$ cat src/rtl/nbh_pkg.sv
// constants for the nand program and bad-block sequencer
// Summary of operation
// - parity over 512 main plus 16 spare
// - random load jumps column in selected page
// - program or erase to invalid block: ignore, fail
// - ecc corrects up to 8 bits per sector
package nbh_pkg;
	// ****************
	// register offsets
	// ****************
	localparam logic [7:0] A_CTRL     = 8'h00;
	localparam logic [7:0] A_CMD      = 8'h04;
	localparam logic [7:0] A_ROW      = 8'h08;
	localparam logic [7:0] A_COL      = 8'h0c;
	localparam logic [7:0] A_DATA     = 8'h10;
	localparam logic [7:0] A_STATUS   = 8'h14;
	localparam logic [7:0] A_IRQ_STAT = 8'h18;
	localparam logic [7:0] A_IRQ_MASK = 8'h1c;
	// ****************
	// commands
	// ****************
	localparam logic [7:0] OP_LOAD    = 8'h02;
	localparam logic [7:0] OP_RLOAD   = 8'h84;
	localparam logic [7:0] OP_EXEC    = 8'h10;
	localparam logic [7:0] OP_ERASE   = 8'hd8;
	localparam logic [7:0] OP_PROTECT = 8'h2a;
	localparam logic [7:0] OP_RESET   = 8'hff;
	localparam logic [7:0] OP_RESET2  = 8'hfe;
	// ****************
	// page geometry and ecc
	// ****************
	localparam int          NBLK       = 2048;
	localparam int          NSEC       = 4;
	localparam logic [11:0] SPARE_BASE = 12'h800;
	localparam logic [11:0] SPARE_END  = 12'h840;
	localparam logic [15:0] PAR_INIT   = 16'hffff;
	localparam logic [15:0] PAR_POLY   = 16'h1021;
	localparam logic [3:0]  ECC_MAX    = 4'h8;
	localparam logic [1:0]  ES_NONE    = 2'h0;
	localparam logic [1:0]  ES_FIXED   = 2'h1;
	localparam logic [1:0]  ES_FAIL    = 2'h2;
	// ****************
	// status and irq bits
	// ****************
	localparam int B_BUSY  = 0;
	localparam int B_LOAD  = 1;
	localparam int B_PFAIL = 2;
	localparam int B_EFAIL = 3;
	localparam int B_ES    = 4;
	localparam int B_FLIP  = 8;
	localparam int I_DONE  = 0;
	localparam int I_FAIL  = 1;
	localparam int I_UNCOR = 2;
	localparam logic [1:0] RESP_OK  = 2'h0;
	localparam logic [1:0] RESP_ERR = 2'h2;
	typedef enum logic [4:0] {
		ST_IDLE  = 5'b00001,
		ST_PAR   = 5'b00010,
		ST_PROG  = 5'b00100,
		ST_ERASE = 5'b01000,
		ST_WAIT  = 5'b10000
	} nbh_state_e;
endpackage : nbh_pkg

$ cat src/rtl/nbh_top.sv
// program sequencer with bad-block inhibit and axi4-lite registers
//
// Chosen here: register access over AXI4-Lite and the register addresses.
`timescale 1ns/1ns
`default_nettype none
module nbh_top (
	// clock, enable, reset
	input  wire logic        mclk,
	input  wire logic        rst_n,
	input  wire logic        ce,
	// axi4-lite slave
	input  wire logic [7:0]  s_axi_awaddr,
	input  wire logic        s_axi_awvalid,
	output      logic        s_axi_awready,
	input  wire logic [31:0] s_axi_wdata,
	input  wire logic [3:0]  s_axi_wstrb,
	input  wire logic        s_axi_wvalid,
	output      logic        s_axi_wready,
	output      logic [1:0]  s_axi_bresp,
	output      logic        s_axi_bvalid,
	input  wire logic        s_axi_bready,
	input  wire logic [7:0]  s_axi_araddr,
	input  wire logic        s_axi_arvalid,
	output      logic        s_axi_arready,
	output      logic [31:0] s_axi_rdata,
	output      logic [1:0]  s_axi_rresp,
	output      logic        s_axi_rvalid,
	input  wire logic        s_axi_rready,
	// array side
	output      logic        arr_wr,
	output      logic [11:0] arr_col,
	output      logic [7:0]  arr_wdata,
	output      logic        arr_par_wr,
	output      logic [1:0]  arr_par_sec,
	output      logic [15:0] arr_par,
	output      logic        arr_prog,
	output      logic        arr_prot,
	output      logic        arr_erase,
	output      logic [10:0] arr_blk,
	output      logic [5:0]  arr_page,
	input  wire logic        arr_done,
	input  wire logic        arr_fail,
	input  wire logic        arr_rd_done,
	input  wire logic [3:0]  arr_flips,
	input  wire logic        fac_mark,
	input  wire logic [10:0] fac_blk,
	// interrupt
	output      logic        irq
);
	logic                rs1_q, rs_n;
	logic                aw_full_q, w_full_q, wr_go;
	logic [7:0]          waddr_q;
	logic [31:0]         wdata_q;
	logic                ecc_en_q, load_q, pfail_q, efail_q, prot_q;
	logic [10:0]         blk_q;
	logic [5:0]          page_q;
	logic [11:0]         col_q, cur_q;
	logic [1:0]          es_q, es;
	logic [3:0]          flip_q;
	logic [2:0]          ist_q, imask_q, iset;
	logic                cmd_go, dat_go, bad, clr;
	logic [7:0]          op;
	logic [1:0]          sec_q;
	logic [15:0]         par;
	logic                er_q;
	nbh_pkg::nbh_state_e st_q;

	// ****************
	// reset release
	// ****************
	always_ff @(posedge mclk or negedge rst_n) begin
		if (!rst_n) begin
			rs1_q <= 1'b0;
			rs_n  <= 1'b0;
		end else begin
			rs1_q <= 1'b1;
			rs_n  <= rs1_q;
		end
	end
	// ****************
	// axi write channels
	// ****************
	assign wr_go = aw_full_q & w_full_q & ~s_axi_bvalid;
	always_ff @(posedge mclk or negedge rs_n) begin
		if (!rs_n) begin
			aw_full_q     <= 1'b0;
			s_axi_awready <= 1'b0;
			waddr_q       <= 8'h00;
		end else if (ce) begin
			if (s_axi_awvalid && s_axi_awready) begin
				aw_full_q     <= 1'b1;
				s_axi_awready <= 1'b0;
				waddr_q       <= s_axi_awaddr;
			end else if (wr_go) begin
				aw_full_q     <= 1'b0;
				s_axi_awready <= 1'b1;
			end else begin
				s_axi_awready <= ~aw_full_q;
			end
		end
	end
	always_ff @(posedge mclk or negedge rs_n) begin
		if (!rs_n) begin
			w_full_q     <= 1'b0;
			s_axi_wready <= 1'b0;
			wdata_q      <= 32'h0000_0000;
		end else if (ce) begin
			if (s_axi_wvalid && s_axi_wready) begin
				w_full_q     <= 1'b1;
				s_axi_wready <= 1'b0;
				wdata_q      <= s_axi_wdata & {{8{s_axi_wstrb[3]}},
					{8{s_axi_wstrb[2]}}, {8{s_axi_wstrb[1]}},
					{8{s_axi_wstrb[0]}}};
			end else if (wr_go) begin
				w_full_q     <= 1'b0;
				s_axi_wready <= 1'b1;
			end else begin
				s_axi_wready <= ~w_full_q;
			end
		end
	end
	always_ff @(posedge mclk or negedge rs_n) begin
		if (!rs_n) begin
			s_axi_bvalid <= 1'b0;
			s_axi_bresp  <= nbh_pkg::RESP_OK;
		end else if (ce) begin
			if (wr_go) begin
				s_axi_bvalid <= 1'b1;
				s_axi_bresp  <= (waddr_q > nbh_pkg::A_IRQ_MASK ||
					waddr_q[1:0] != 2'h0) ? nbh_pkg::RESP_ERR
					: nbh_pkg::RESP_OK;
			end else if (s_axi_bready) begin
				s_axi_bvalid <= 1'b0;
			end
		end
	end
	// ****************
	// axi read channel
	// ****************
	always_ff @(posedge mclk or negedge rs_n) begin
		if (!rs_n) begin
			s_axi_arready <= 1'b0;
			s_axi_rvalid  <= 1'b0;
			s_axi_rdata   <= 32'h0000_0000;
			s_axi_rresp   <= nbh_pkg::RESP_OK;
		end else if (ce) begin
			if (s_axi_arvalid && s_axi_arready) begin
				s_axi_arready <= 1'b0;
				s_axi_rvalid  <= 1'b1;
				s_axi_rresp   <= nbh_pkg::RESP_OK;
				s_axi_rdata   <= 32'h0000_0000;
				case (s_axi_araddr)
				nbh_pkg::A_CTRL: s_axi_rdata[0] <= ecc_en_q;
				nbh_pkg::A_CMD: s_axi_rdata <= 32'h0000_0000;
				nbh_pkg::A_ROW: s_axi_rdata[16:0] <= {page_q, blk_q};
				nbh_pkg::A_COL: s_axi_rdata[11:0] <= col_q;
				nbh_pkg::A_DATA: s_axi_rdata[11:0] <= cur_q;
				nbh_pkg::A_STATUS: begin
					s_axi_rdata[11:0] <= {flip_q, 2'h0, es_q, efail_q,
						pfail_q, load_q, st_q != nbh_pkg::ST_IDLE};
				end
				nbh_pkg::A_IRQ_STAT: s_axi_rdata[2:0] <= ist_q;
				nbh_pkg::A_IRQ_MASK: s_axi_rdata[2:0] <= imask_q;
				default: s_axi_rresp <= nbh_pkg::RESP_ERR;
				endcase
			end else if (s_axi_rvalid && s_axi_rready) begin
				s_axi_rvalid  <= 1'b0;
				s_axi_arready <= 1'b1;
			end else begin
				s_axi_arready <= ~s_axi_rvalid;
			end
		end
	end
	// ****************
	// control registers
	// ****************
	assign cmd_go = wr_go && waddr_q == nbh_pkg::A_CMD;
	assign dat_go = wr_go && waddr_q == nbh_pkg::A_DATA && load_q;
	assign op     = wdata_q[7:0];
	always_ff @(posedge mclk or negedge rs_n) begin
		if (!rs_n) begin
			ecc_en_q <= 1'b1;
			blk_q    <= 11'h000;
			page_q   <= 6'h00;
			col_q    <= 12'h000;
			imask_q  <= 3'h0;
		end else if (ce && wr_go) begin
			case (waddr_q)
			nbh_pkg::A_CTRL: ecc_en_q <= wdata_q[0];
			nbh_pkg::A_ROW: {page_q, blk_q} <= wdata_q[16:0];
			nbh_pkg::A_COL: col_q <= wdata_q[11:0];
			nbh_pkg::A_IRQ_MASK: imask_q <= wdata_q[2:0];
			default: ;
			endcase
		end
	end
	// ****************
	// load pointer
	// ****************
	assign clr = cmd_go && op == nbh_pkg::OP_LOAD &&
		st_q == nbh_pkg::ST_IDLE;
	always_ff @(posedge mclk or negedge rs_n) begin
		if (!rs_n) begin
			load_q <= 1'b0;
			cur_q  <= 12'h000;
		end else if (ce) begin
			if (cmd_go && (op == nbh_pkg::OP_RESET ||
				op == nbh_pkg::OP_RESET2)) begin
				load_q <= 1'b0;
			end else if (cmd_go && st_q == nbh_pkg::ST_IDLE &&
				(op == nbh_pkg::OP_LOAD || op == nbh_pkg::OP_RLOAD)) begin
				load_q <= 1'b1;
				cur_q  <= col_q;
			end else if (cmd_go && st_q == nbh_pkg::ST_IDLE) begin
				load_q <= 1'b0;
			end else if (dat_go) begin
				cur_q <= cur_q + 12'h001;
			end
		end
	end
	// ****************
	// sequencer
	// ****************
	always_ff @(posedge mclk or negedge rs_n) begin
		if (!rs_n) begin
			st_q    <= nbh_pkg::ST_IDLE;
			sec_q   <= 2'h0;
			prot_q  <= 1'b0;
			pfail_q <= 1'b0;
			efail_q <= 1'b0;
		end else if (ce) begin
			case (st_q)
			nbh_pkg::ST_IDLE: begin
				sec_q <= 2'h0;
				if (cmd_go && (op == nbh_pkg::OP_EXEC ||
					op == nbh_pkg::OP_PROTECT)) begin
					prot_q  <= op == nbh_pkg::OP_PROTECT;
					pfail_q <= bad;
					if (!bad) begin
						st_q <= (ecc_en_q && op == nbh_pkg::OP_EXEC) ?
							nbh_pkg::ST_PAR : nbh_pkg::ST_PROG;
					end
				end else if (cmd_go && op == nbh_pkg::OP_ERASE) begin
					efail_q <= bad;
					if (!bad) begin
						st_q <= nbh_pkg::ST_ERASE;
					end
				end
			end
			nbh_pkg::ST_PAR: begin
				sec_q <= sec_q + 2'h1;
				if (sec_q == 2'h3) begin
					st_q <= nbh_pkg::ST_PROG;
				end
			end
			nbh_pkg::ST_PROG, nbh_pkg::ST_ERASE: st_q <= nbh_pkg::ST_WAIT;
			nbh_pkg::ST_WAIT: begin
				if (cmd_go && (op == nbh_pkg::OP_RESET ||
					op == nbh_pkg::OP_RESET2)) begin
					st_q <= nbh_pkg::ST_IDLE;
				end else if (arr_done) begin
					st_q    <= nbh_pkg::ST_IDLE;
					pfail_q <= er_q ? pfail_q : arr_fail;
					efail_q <= efail_q | (arr_fail & er_q);
				end
			end
			default: st_q <= nbh_pkg::ST_IDLE;
			endcase
		end
	end
	// ****************
	// operation kind
	// ****************
	always_ff @(posedge mclk or negedge rs_n) begin
		if (!rs_n) begin
			er_q <= 1'b0;
		end else if (ce && st_q == nbh_pkg::ST_IDLE && cmd_go) begin
			er_q <= op == nbh_pkg::OP_ERASE;
		end
	end
	// ****************
	// array strobes
	// ****************
	always_ff @(posedge mclk or negedge rs_n) begin
		if (!rs_n) begin
			arr_wr      <= 1'b0;
			arr_col     <= 12'h000;
			arr_wdata   <= 8'h00;
			arr_par_wr  <= 1'b0;
			arr_par_sec <= 2'h0;
			arr_par     <= 16'h0000;
			arr_prog    <= 1'b0;
			arr_prot    <= 1'b0;
			arr_erase   <= 1'b0;
			arr_blk     <= 11'h000;
			arr_page    <= 6'h00;
		end else if (ce) begin
			arr_wr     <= dat_go;
			arr_par_wr <= st_q == nbh_pkg::ST_PAR;
			arr_prog   <= st_q == nbh_pkg::ST_PROG;
			arr_prot   <= st_q == nbh_pkg::ST_PROG && prot_q;
			arr_erase  <= st_q == nbh_pkg::ST_ERASE;
			arr_blk    <= blk_q;
			arr_page   <= page_q;
			if (dat_go) begin
				arr_col   <= cur_q;
				arr_wdata <= wdata_q[7:0];
			end
			if (st_q == nbh_pkg::ST_PAR) begin
				arr_par_sec <= sec_q;
				arr_par     <= par;
			end
		end
	end
	// ****************
	// ecc status
	// ****************
	always_ff @(posedge mclk or negedge rs_n) begin
		if (!rs_n) begin
			es_q   <= nbh_pkg::ES_NONE;
			flip_q <= 4'h0;
		end else if (ce && arr_rd_done) begin
			es_q   <= ecc_en_q ? es : nbh_pkg::ES_NONE;
			flip_q <= arr_flips;
		end
	end
	// ****************
	// interrupts
	// ****************
	assign iset = {ce && arr_rd_done && ecc_en_q &&
		es == nbh_pkg::ES_FAIL,
		ce && ((st_q == nbh_pkg::ST_WAIT && arr_done && arr_fail) ||
		(st_q == nbh_pkg::ST_IDLE && cmd_go && bad &&
		(op == nbh_pkg::OP_EXEC || op == nbh_pkg::OP_PROTECT ||
		op == nbh_pkg::OP_ERASE))),
		ce && st_q == nbh_pkg::ST_WAIT && arr_done};
	always_ff @(posedge mclk or negedge rs_n) begin
		if (!rs_n) begin
			ist_q <= 3'h0;
			irq   <= 1'b0;
		end else if (ce) begin
			irq <= |(ist_q & imask_q);
			if (wr_go && waddr_q == nbh_pkg::A_IRQ_STAT) begin
				ist_q <= (ist_q & ~wdata_q[2:0]) | iset;
			end else begin
				ist_q <= ist_q | iset;
			end
		end
	end
	// ****************
	// sub blocks
	// ****************
	nbh_bbt u_bbt (
		.clk      (mclk),
		.rst_n    (rs_n),
		.ce       (ce),
		.mark     (fac_mark),
		.mark_blk (fac_blk),
		.q_blk    (blk_q),
		.q_bad    (bad)
	);
	nbh_ecc u_ecc (
		.clk   (mclk),
		.rst_n (rs_n),
		.ce    (ce),
		.clr   (clr),
		.vld   (dat_go && ecc_en_q),
		.col   (cur_q),
		.data  (wdata_q[7:0]),
		.sel   (sec_q),
		.par   (par),
		.flips (arr_flips),
		.stat  (es)
	);
	// ****************
	// checks
	// ****************
	a_bad_prog_ignored: assert property (@(posedge mclk) disable iff (!rs_n)
		cmd_go && bad && op == nbh_pkg::OP_EXEC &&
		st_q == nbh_pkg::ST_IDLE |=> pfail_q && st_q == nbh_pkg::ST_IDLE
		##1 !arr_prog) else $error("bad block program not ignored");
	a_bad_erase_ignored: assert property (@(posedge mclk) disable iff (!rs_n)
		cmd_go && bad && op == nbh_pkg::OP_ERASE &&
		st_q == nbh_pkg::ST_IDLE |=> efail_q ##1 !arr_erase)
		else $error("bad block erase not ignored");
	a_parity_before_prog: assert property (@(posedge mclk) disable iff (!rs_n)
		$rose(arr_prog) && !arr_prot && ecc_en_q |->
		$past(arr_par_wr) && $past(arr_par_sec) == 2'h3)
		else $error("program without parity");
	a_random_col_jump: assert property (@(posedge mclk) disable iff (!rs_n)
		cmd_go && op == nbh_pkg::OP_RLOAD && st_q == nbh_pkg::ST_IDLE |=>
		load_q && cur_q == $past(col_q))
		else $error("random load column not taken");
	a_ecc_corrects_eight: assert property (@(posedge mclk) disable iff (!rs_n)
		ce && arr_rd_done && ecc_en_q && arr_flips != 4'h0 &&
		arr_flips <= 4'h8 |=> es_q == nbh_pkg::ES_FIXED)
		else $error("correctable count misreported");
endmodule : nbh_top
`default_nettype wire

$ cat src/rtl/nbh_bbt.sv
// invalid block table, one flag per block
`timescale 1ns/1ns
`default_nettype none
module nbh_bbt (
	// clock and reset
	input  wire logic        clk,
	input  wire logic        rst_n,
	input  wire logic        ce,
	// marking from the array scan
	input  wire logic        mark,
	input  wire logic [10:0] mark_blk,
	// lookup
	input  wire logic [10:0] q_blk,
	output      logic        q_bad
);
	logic [nbh_pkg::NBLK-1:0] bad_q;
	// ****************
	// flag storage
	// ****************
	always_ff @(posedge clk or negedge rst_n) begin
		if (!rst_n) begin
			bad_q <= '0;
		end else if (ce && mark) begin
			bad_q[mark_blk] <= 1'b1;
		end
	end
	assign q_bad = bad_q[q_blk];
endmodule : nbh_bbt
`default_nettype wire

$ cat src/rtl/nbh_ecc.sv
// per-sector parity generator and correction classifier
`timescale 1ns/1ns
`default_nettype none
module nbh_ecc (
	// clock and reset
	input  wire logic        clk,
	input  wire logic        rst_n,
	input  wire logic        ce,
	// byte stream from program load
	input  wire logic        clr,
	input  wire logic        vld,
	input  wire logic [11:0] col,
	input  wire logic [7:0]  data,
	// parity readout
	input  wire logic [1:0]  sel,
	output      logic [15:0] par,
	// correction classifier
	input  wire logic [3:0]  flips,
	output      logic [1:0]  stat
);
	logic [15:0] par_q [nbh_pkg::NSEC];
	logic [1:0]  sec;
	logic        hit;

	function automatic logic [15:0] crc_byte(input logic [15:0] c,
		input logic [7:0] d);
		logic [15:0] r;
		r = c;
		for (int i = 7; i >= 0; i--) begin
			r = {r[14:0], 1'b0} ^ ((r[15] ^ d[i]) ? nbh_pkg::PAR_POLY
				: 16'h0000);
		end
		return r;
	endfunction : crc_byte

	// ****************
	// sector decode
	// ****************
	// main and spare
	always_comb begin
		hit = 1'b1;
		sec = col[10:9];
		if (col >= nbh_pkg::SPARE_END) begin
			hit = 1'b0;
		end else if (col >= nbh_pkg::SPARE_BASE) begin
			sec = col[5:4];
		end
	end
	// ****************
	// parity accumulators
	// ****************
	generate
		for (genvar s = 0; s < nbh_pkg::NSEC; s++) begin : g_sec
			always_ff @(posedge clk or negedge rst_n) begin
				if (!rst_n) begin
					par_q[s] <= nbh_pkg::PAR_INIT;
				end else if (ce && clr) begin
					par_q[s] <= nbh_pkg::PAR_INIT;
				end else if (ce && vld && hit && sec == 2'(s)) begin
					par_q[s] <= crc_byte(par_q[s], data);
				end
			end
		end
	endgenerate
	assign par = par_q[sel];
	assign stat = (flips == 4'h0) ? nbh_pkg::ES_NONE :
		(flips <= nbh_pkg::ECC_MAX) ? nbh_pkg::ES_FIXED : nbh_pkg::ES_FAIL;
endmodule : nbh_ecc
`default_nettype wire

$ cat config.mk
export PLATFORM = sky130hd
export DESIGN_NAME = nbh_top
export DESIGN_NICKNAME = d
export VERILOG_FILES = /design/src/rtl/nbh_pkg.sv /design/src/rtl/nbh_top.sv /design/src/rtl/nbh_bbt.sv /design/src/rtl/nbh_ecc.sv
export SDC_FILE = /design/constraint.sdc
export NUM_CORES = 2
export LEC_CHECK = 0
export ABC_CLOCK_PERIOD_IN_PS = 84000
export BUFFER_PORTS_ARGS = -buffer_cell sky130_fd_sc_hd__buf_2
export CAP_MARGIN = 20
export CORE_MARGIN = 8
export CORE_UTILIZATION = 63
export CTS_BUF_LIST = sky130_fd_sc_hd__clkbuf_16
export CTS_CLUSTER_SIZE = 14
export DETAILED_ROUTE_END_ITERATION = 16
export PLACE_DENSITY = 0.8
export SYNTH_ARGS = -nofsm -noshare
export SYNTH_HDL_FRONTEND = slang
export SYNTH_SLANG_ARGS = --single-unit
$ cat constraint.sdc
create_clock -name mclk -period 84 [get_ports mclk]
set_input_delay 16.8 -clock mclk [delete_from_list [all_inputs] [get_ports mclk]]
set_output_delay 16.8 -clock mclk [all_outputs]
set_load 0.02 [all_outputs]
==> results.sh <==
export IMPL_hold_depth=0
export IMPL_grt_pass1_vias=67000
export IMPL_vias=65400
export IMPL_row_count=145
export IMPL_reg2reg_depth=14
export IMPL_port_buffers=147
export IMPL_wl_um=283000
export IMPL_clkPwrFrac_pct=41.2
export IMPL_die_h_um=411
export IMPL_fin_crit_ns=19.37
export IMPL_core_um2=155000
export IMPL_cts_root_buffer="clkbuf_16"
export IMPL_syn_area_per_cell_um2=13.8
export IMPL_start_kind="input port"
export IMPL_synthCells=7126
export IMPL_endpoint_kind="flip-flop"
export IMPL_synth_seq_area_share_pct=58.5
export IMPL_use_met3_pct=10.5
export IMPL_seqPwrFrac_pct=49.3
export IMPL_fp_dieW_um=411
export IMPL_r2r_end="st_q[0]"
export IMPL_path_max_fanout=47
export IMPL_grt_use_total_pct=33.4
export IMPL_clk_pin_slew_ns=0.06
export IMPL_drt_antenna_violating_nets=0
export IMPL_drc=0
export IMPL_area_growth_pct=10.1
export IMPL_ys_seq_elements=2292
export IMPL_start_util_pct=63.1
export IMPL_hp_start="rs1_q"
export IMPL_internal_power_mw=1.73
export IMPL_switchingPower_mw=0.609
export IMPL_vias_per_cell=7.03
export IMPL_fin_worst_skew_ns=0.0322
export IMPL_synth_edf_count=0
export IMPL_pwr_share_comb_pct=9.5
export IMPL_post_cts_setup_buffers=0
export IMPL_ctsHoldBuffers=0
export IMPL_ys_types=85
export IMPL_yosysWarnings=0
export IMPL_crit_arrival_ns=20.13
export IMPL_cts_resized=0
export IMPL_finalSetupViolations=0
export IMPL_final_nets=7131
export IMPL_hpwlAfterDp_um=163000
export IMPL_layout_commonest_cell="dfrtp_1"
export IMPL_io_pins=181
export IMPL_overflow=0
export IMPL_path_class="input port to flip-flop"
export IMPL_place_congestion=0.887
export IMPL_peakVddDrop_mv=0.0272
export IMPL_fin_setup_tns_ns=0
export IMPL_worstSkewPairLatency_ns=0.86
export IMPL_slew_violations=0
export IMPL_whs_ns=0.347
export IMPL_grt_pass1_wl_um=429000
export IMPL_finalHoldViolCount=0
export IMPL_min_period_over_period_pct=23.1
export IMPL_post_route_cell_area_um2=108000
export IMPL_rr_startpoint="blk_q[0]"
export IMPL_r2r_slack_ns=76.30
export IMPL_synth_area_um2=98100
export IMPL_cts_made_buffers=220
export IMPL_htreeDepth=4
export IMPL_grt_busiest_layer="met2"
export IMPL_cts_sinks=2292
export IMPL_worstMarginPinSlew_ns=1.26
export IMPL_clockBufferDepth=3
export IMPL_fp_dieArea_um2=169000
export IMPL_cts_tree="done"
export IMPL_worst_hold_path_endpoint="rs_n"
export IMPL_drt_pass1_iterations=6
export IMPL_power_density_nw_per_um2=21.6
export IMPL_min_path_type="flip-flop to flip-flop"
export IMPL_dp_cells=8837
export IMPL_cp_required_ns=84.76
export IMPL_power_leakage_nw=61.3
export IMPL_antenna_found_initial=11
export IMPL_drive_gt1_share_pct=20.0
export IMPL_timing_slew_headroom_pct=15.8
export IMPL_grt_setup_unrepaired="false"
export IMPL_drv_cap=0
export IMPL_layout_common_cells="dfrtp_1 (2219), a21o_1 (1542), o21bai_1 (512)"
export IMPL_fmax_mhz=51.6
export IMPL_status="finished clean"
export IMPL_instances_no_fill=9305
export IMPL_synth_flop_cell="dfrtp_1"
export IMPL_drtIter0Drc=8223
export IMPL_use_met1_pct=45.1
export IMPL_netSwitchingFraction_pct=26.1
export IMPL_grt_use_met2_pct=49.6
export IMPL_synthArstFlopShare_pct=100
export IMPL_wl_per_cell_um=30.4
export IMPL_place_area_um2=100000
export IMPL_grt_max_degree=205
[power groups by stage]
stage / clock [mW] / combinational, mW / sequential, mW
2_1_floorplan: 0 / 0.134 / 1.18
3_3_place_gp: 0 / 0.210 / 1.17
3_5_place_dp: 0 / 0.214 / 1.17
4_1_cts: 0.970 / 0.216 / 1.15
5_1_grt: 1.01 / 0.234 / 1.16
6_report: 0.964 / 0.221 / 1.15
[registers in the layout (all words and copies together) (netlist names), 11 cells and up]
name         cells
arr_blk         11
wdata_q         17
cur_q           12
u_ecc.par_q     64
arr_col         12
s_axi_rdata     17
arr_par         16
col_q           12
blk_q           11
u_bbt.bad_q   2048
[synthesized netlist by cell type, types with 15 or more instances]
master / number / area (um2)
dfrtp_1: 2226 / 55700
a21o_1: 1542 / 11600
o21bai_1: 512 / 3840
mux4_2: 503 / 11300
clkbuf_1: 427 / 1600
nand2_1: 314 / 1180
mux2i_1: 176 / 1760
nor2_1: 168 / 631
mux2_2: 117 / 1320
buf_1: 83 / 312
o21ai_0: 77 / 385
dfstp_2: 66 / 1730
a21oi_1: 65 / 325
xnor2_1: 64 / 561
buf_2: 61 / 305
nand3_1: 61 / 305
o211ai_1: 58 / 435
a22oi_1: 54 / 405
buf_6: 38 / 428
buf_4: 37 / 278
xor2_1: 36 / 315
nor2b_1: 33 / 206
nor3_1: 32 / 160
a221oi_1: 31 / 272
a31oi_1: 27 / 169
inv_1: 26 / 97.6
o22ai_1: 18 / 113
a22o_1: 17 / 149
nand2b_1: 17 / 106
nand3b_1: 16 / 120
a211oi_1: 15 / 113
and2_1: 15 / 93.8
[final cells by class]
type,instances,area [um2]
sequential,2292,57500
fill,9884,47400
multi-input combinational,4165,37900
clock buffer,224,5610
timing repair buffer,343,3060
tap,2058,2570
clock inverter,184,1330
inverter,27,104
antenna,12,30.0
[logic make-up after synthesis]
| logic type | count (synthesis) | share of synthesized area (%) |
|---|---|---|
| AOI/OAI and AO/OA | 2508 | 19.0 |
| xor gates and xnor gates | 100 | 0.892 |
| other | 2 | 0.00765 |
| buffers and inverters | 685 | 3.31 |
| muxes | 801 | 14.8 |
| DFF | 2292 | 58.5 |
| adders and majority gates | 3 | 0.0383 |
| and+or+nand+nor | 735 | 3.44 |
[worst max path at each step]
| stage | start | endpoint | slack, ns | depth (start not counted) |
|---|---|---|---|---|
| 2_1_floorplan | rs_n | arr_blk[0] | 15.49 | 0 |
| 3_3_place_gp | ce | u_ecc.par_q[49] | 63.82 | 9 |
| 3_5_place_dp | ce | u_ecc.par_q[62] | 63.74 | 8 |
| 4_1_cts | ce | u_ecc.par_q[62] | 64.67 | 8 |
| 5_1_grt | ce | u_ecc.par_q[17] | 64.40 | 9 |
| 6_report | ce | u_ecc.par_q[62] | 64.63 | 8 |
[critical path, cell delays in order]
cell and delay [ns]:
buf_2 0.24, buf_4 0.56, inv_1 0.47, nor3_2 0.35, nand2_1 0.10, nor3_1 0.41, nand2_1 0.72, o211ai_1 0.46
[metal layers]
layer	share of wire (%)	vias up
met1	38	34600
met2	45	3933
met5	0.067	-
li1	-	26000
met3	12	916
met4	5.8	8
[per-stage QoR]
step	utilization (%)	setup slack (ns)	total power, mW
2_1_floorplan	-	15.49	1.31
3_3_place_gp	64.3	63.82	1.38
3_5_place_dp	64.4	63.74	1.39
4_1_cts	68.9	64.67	2.34
5_1_grt	69.5	64.40	2.40
6_report	69.5	64.63	2.34
No activity file was read; power rests on OpenSTA's default activity.
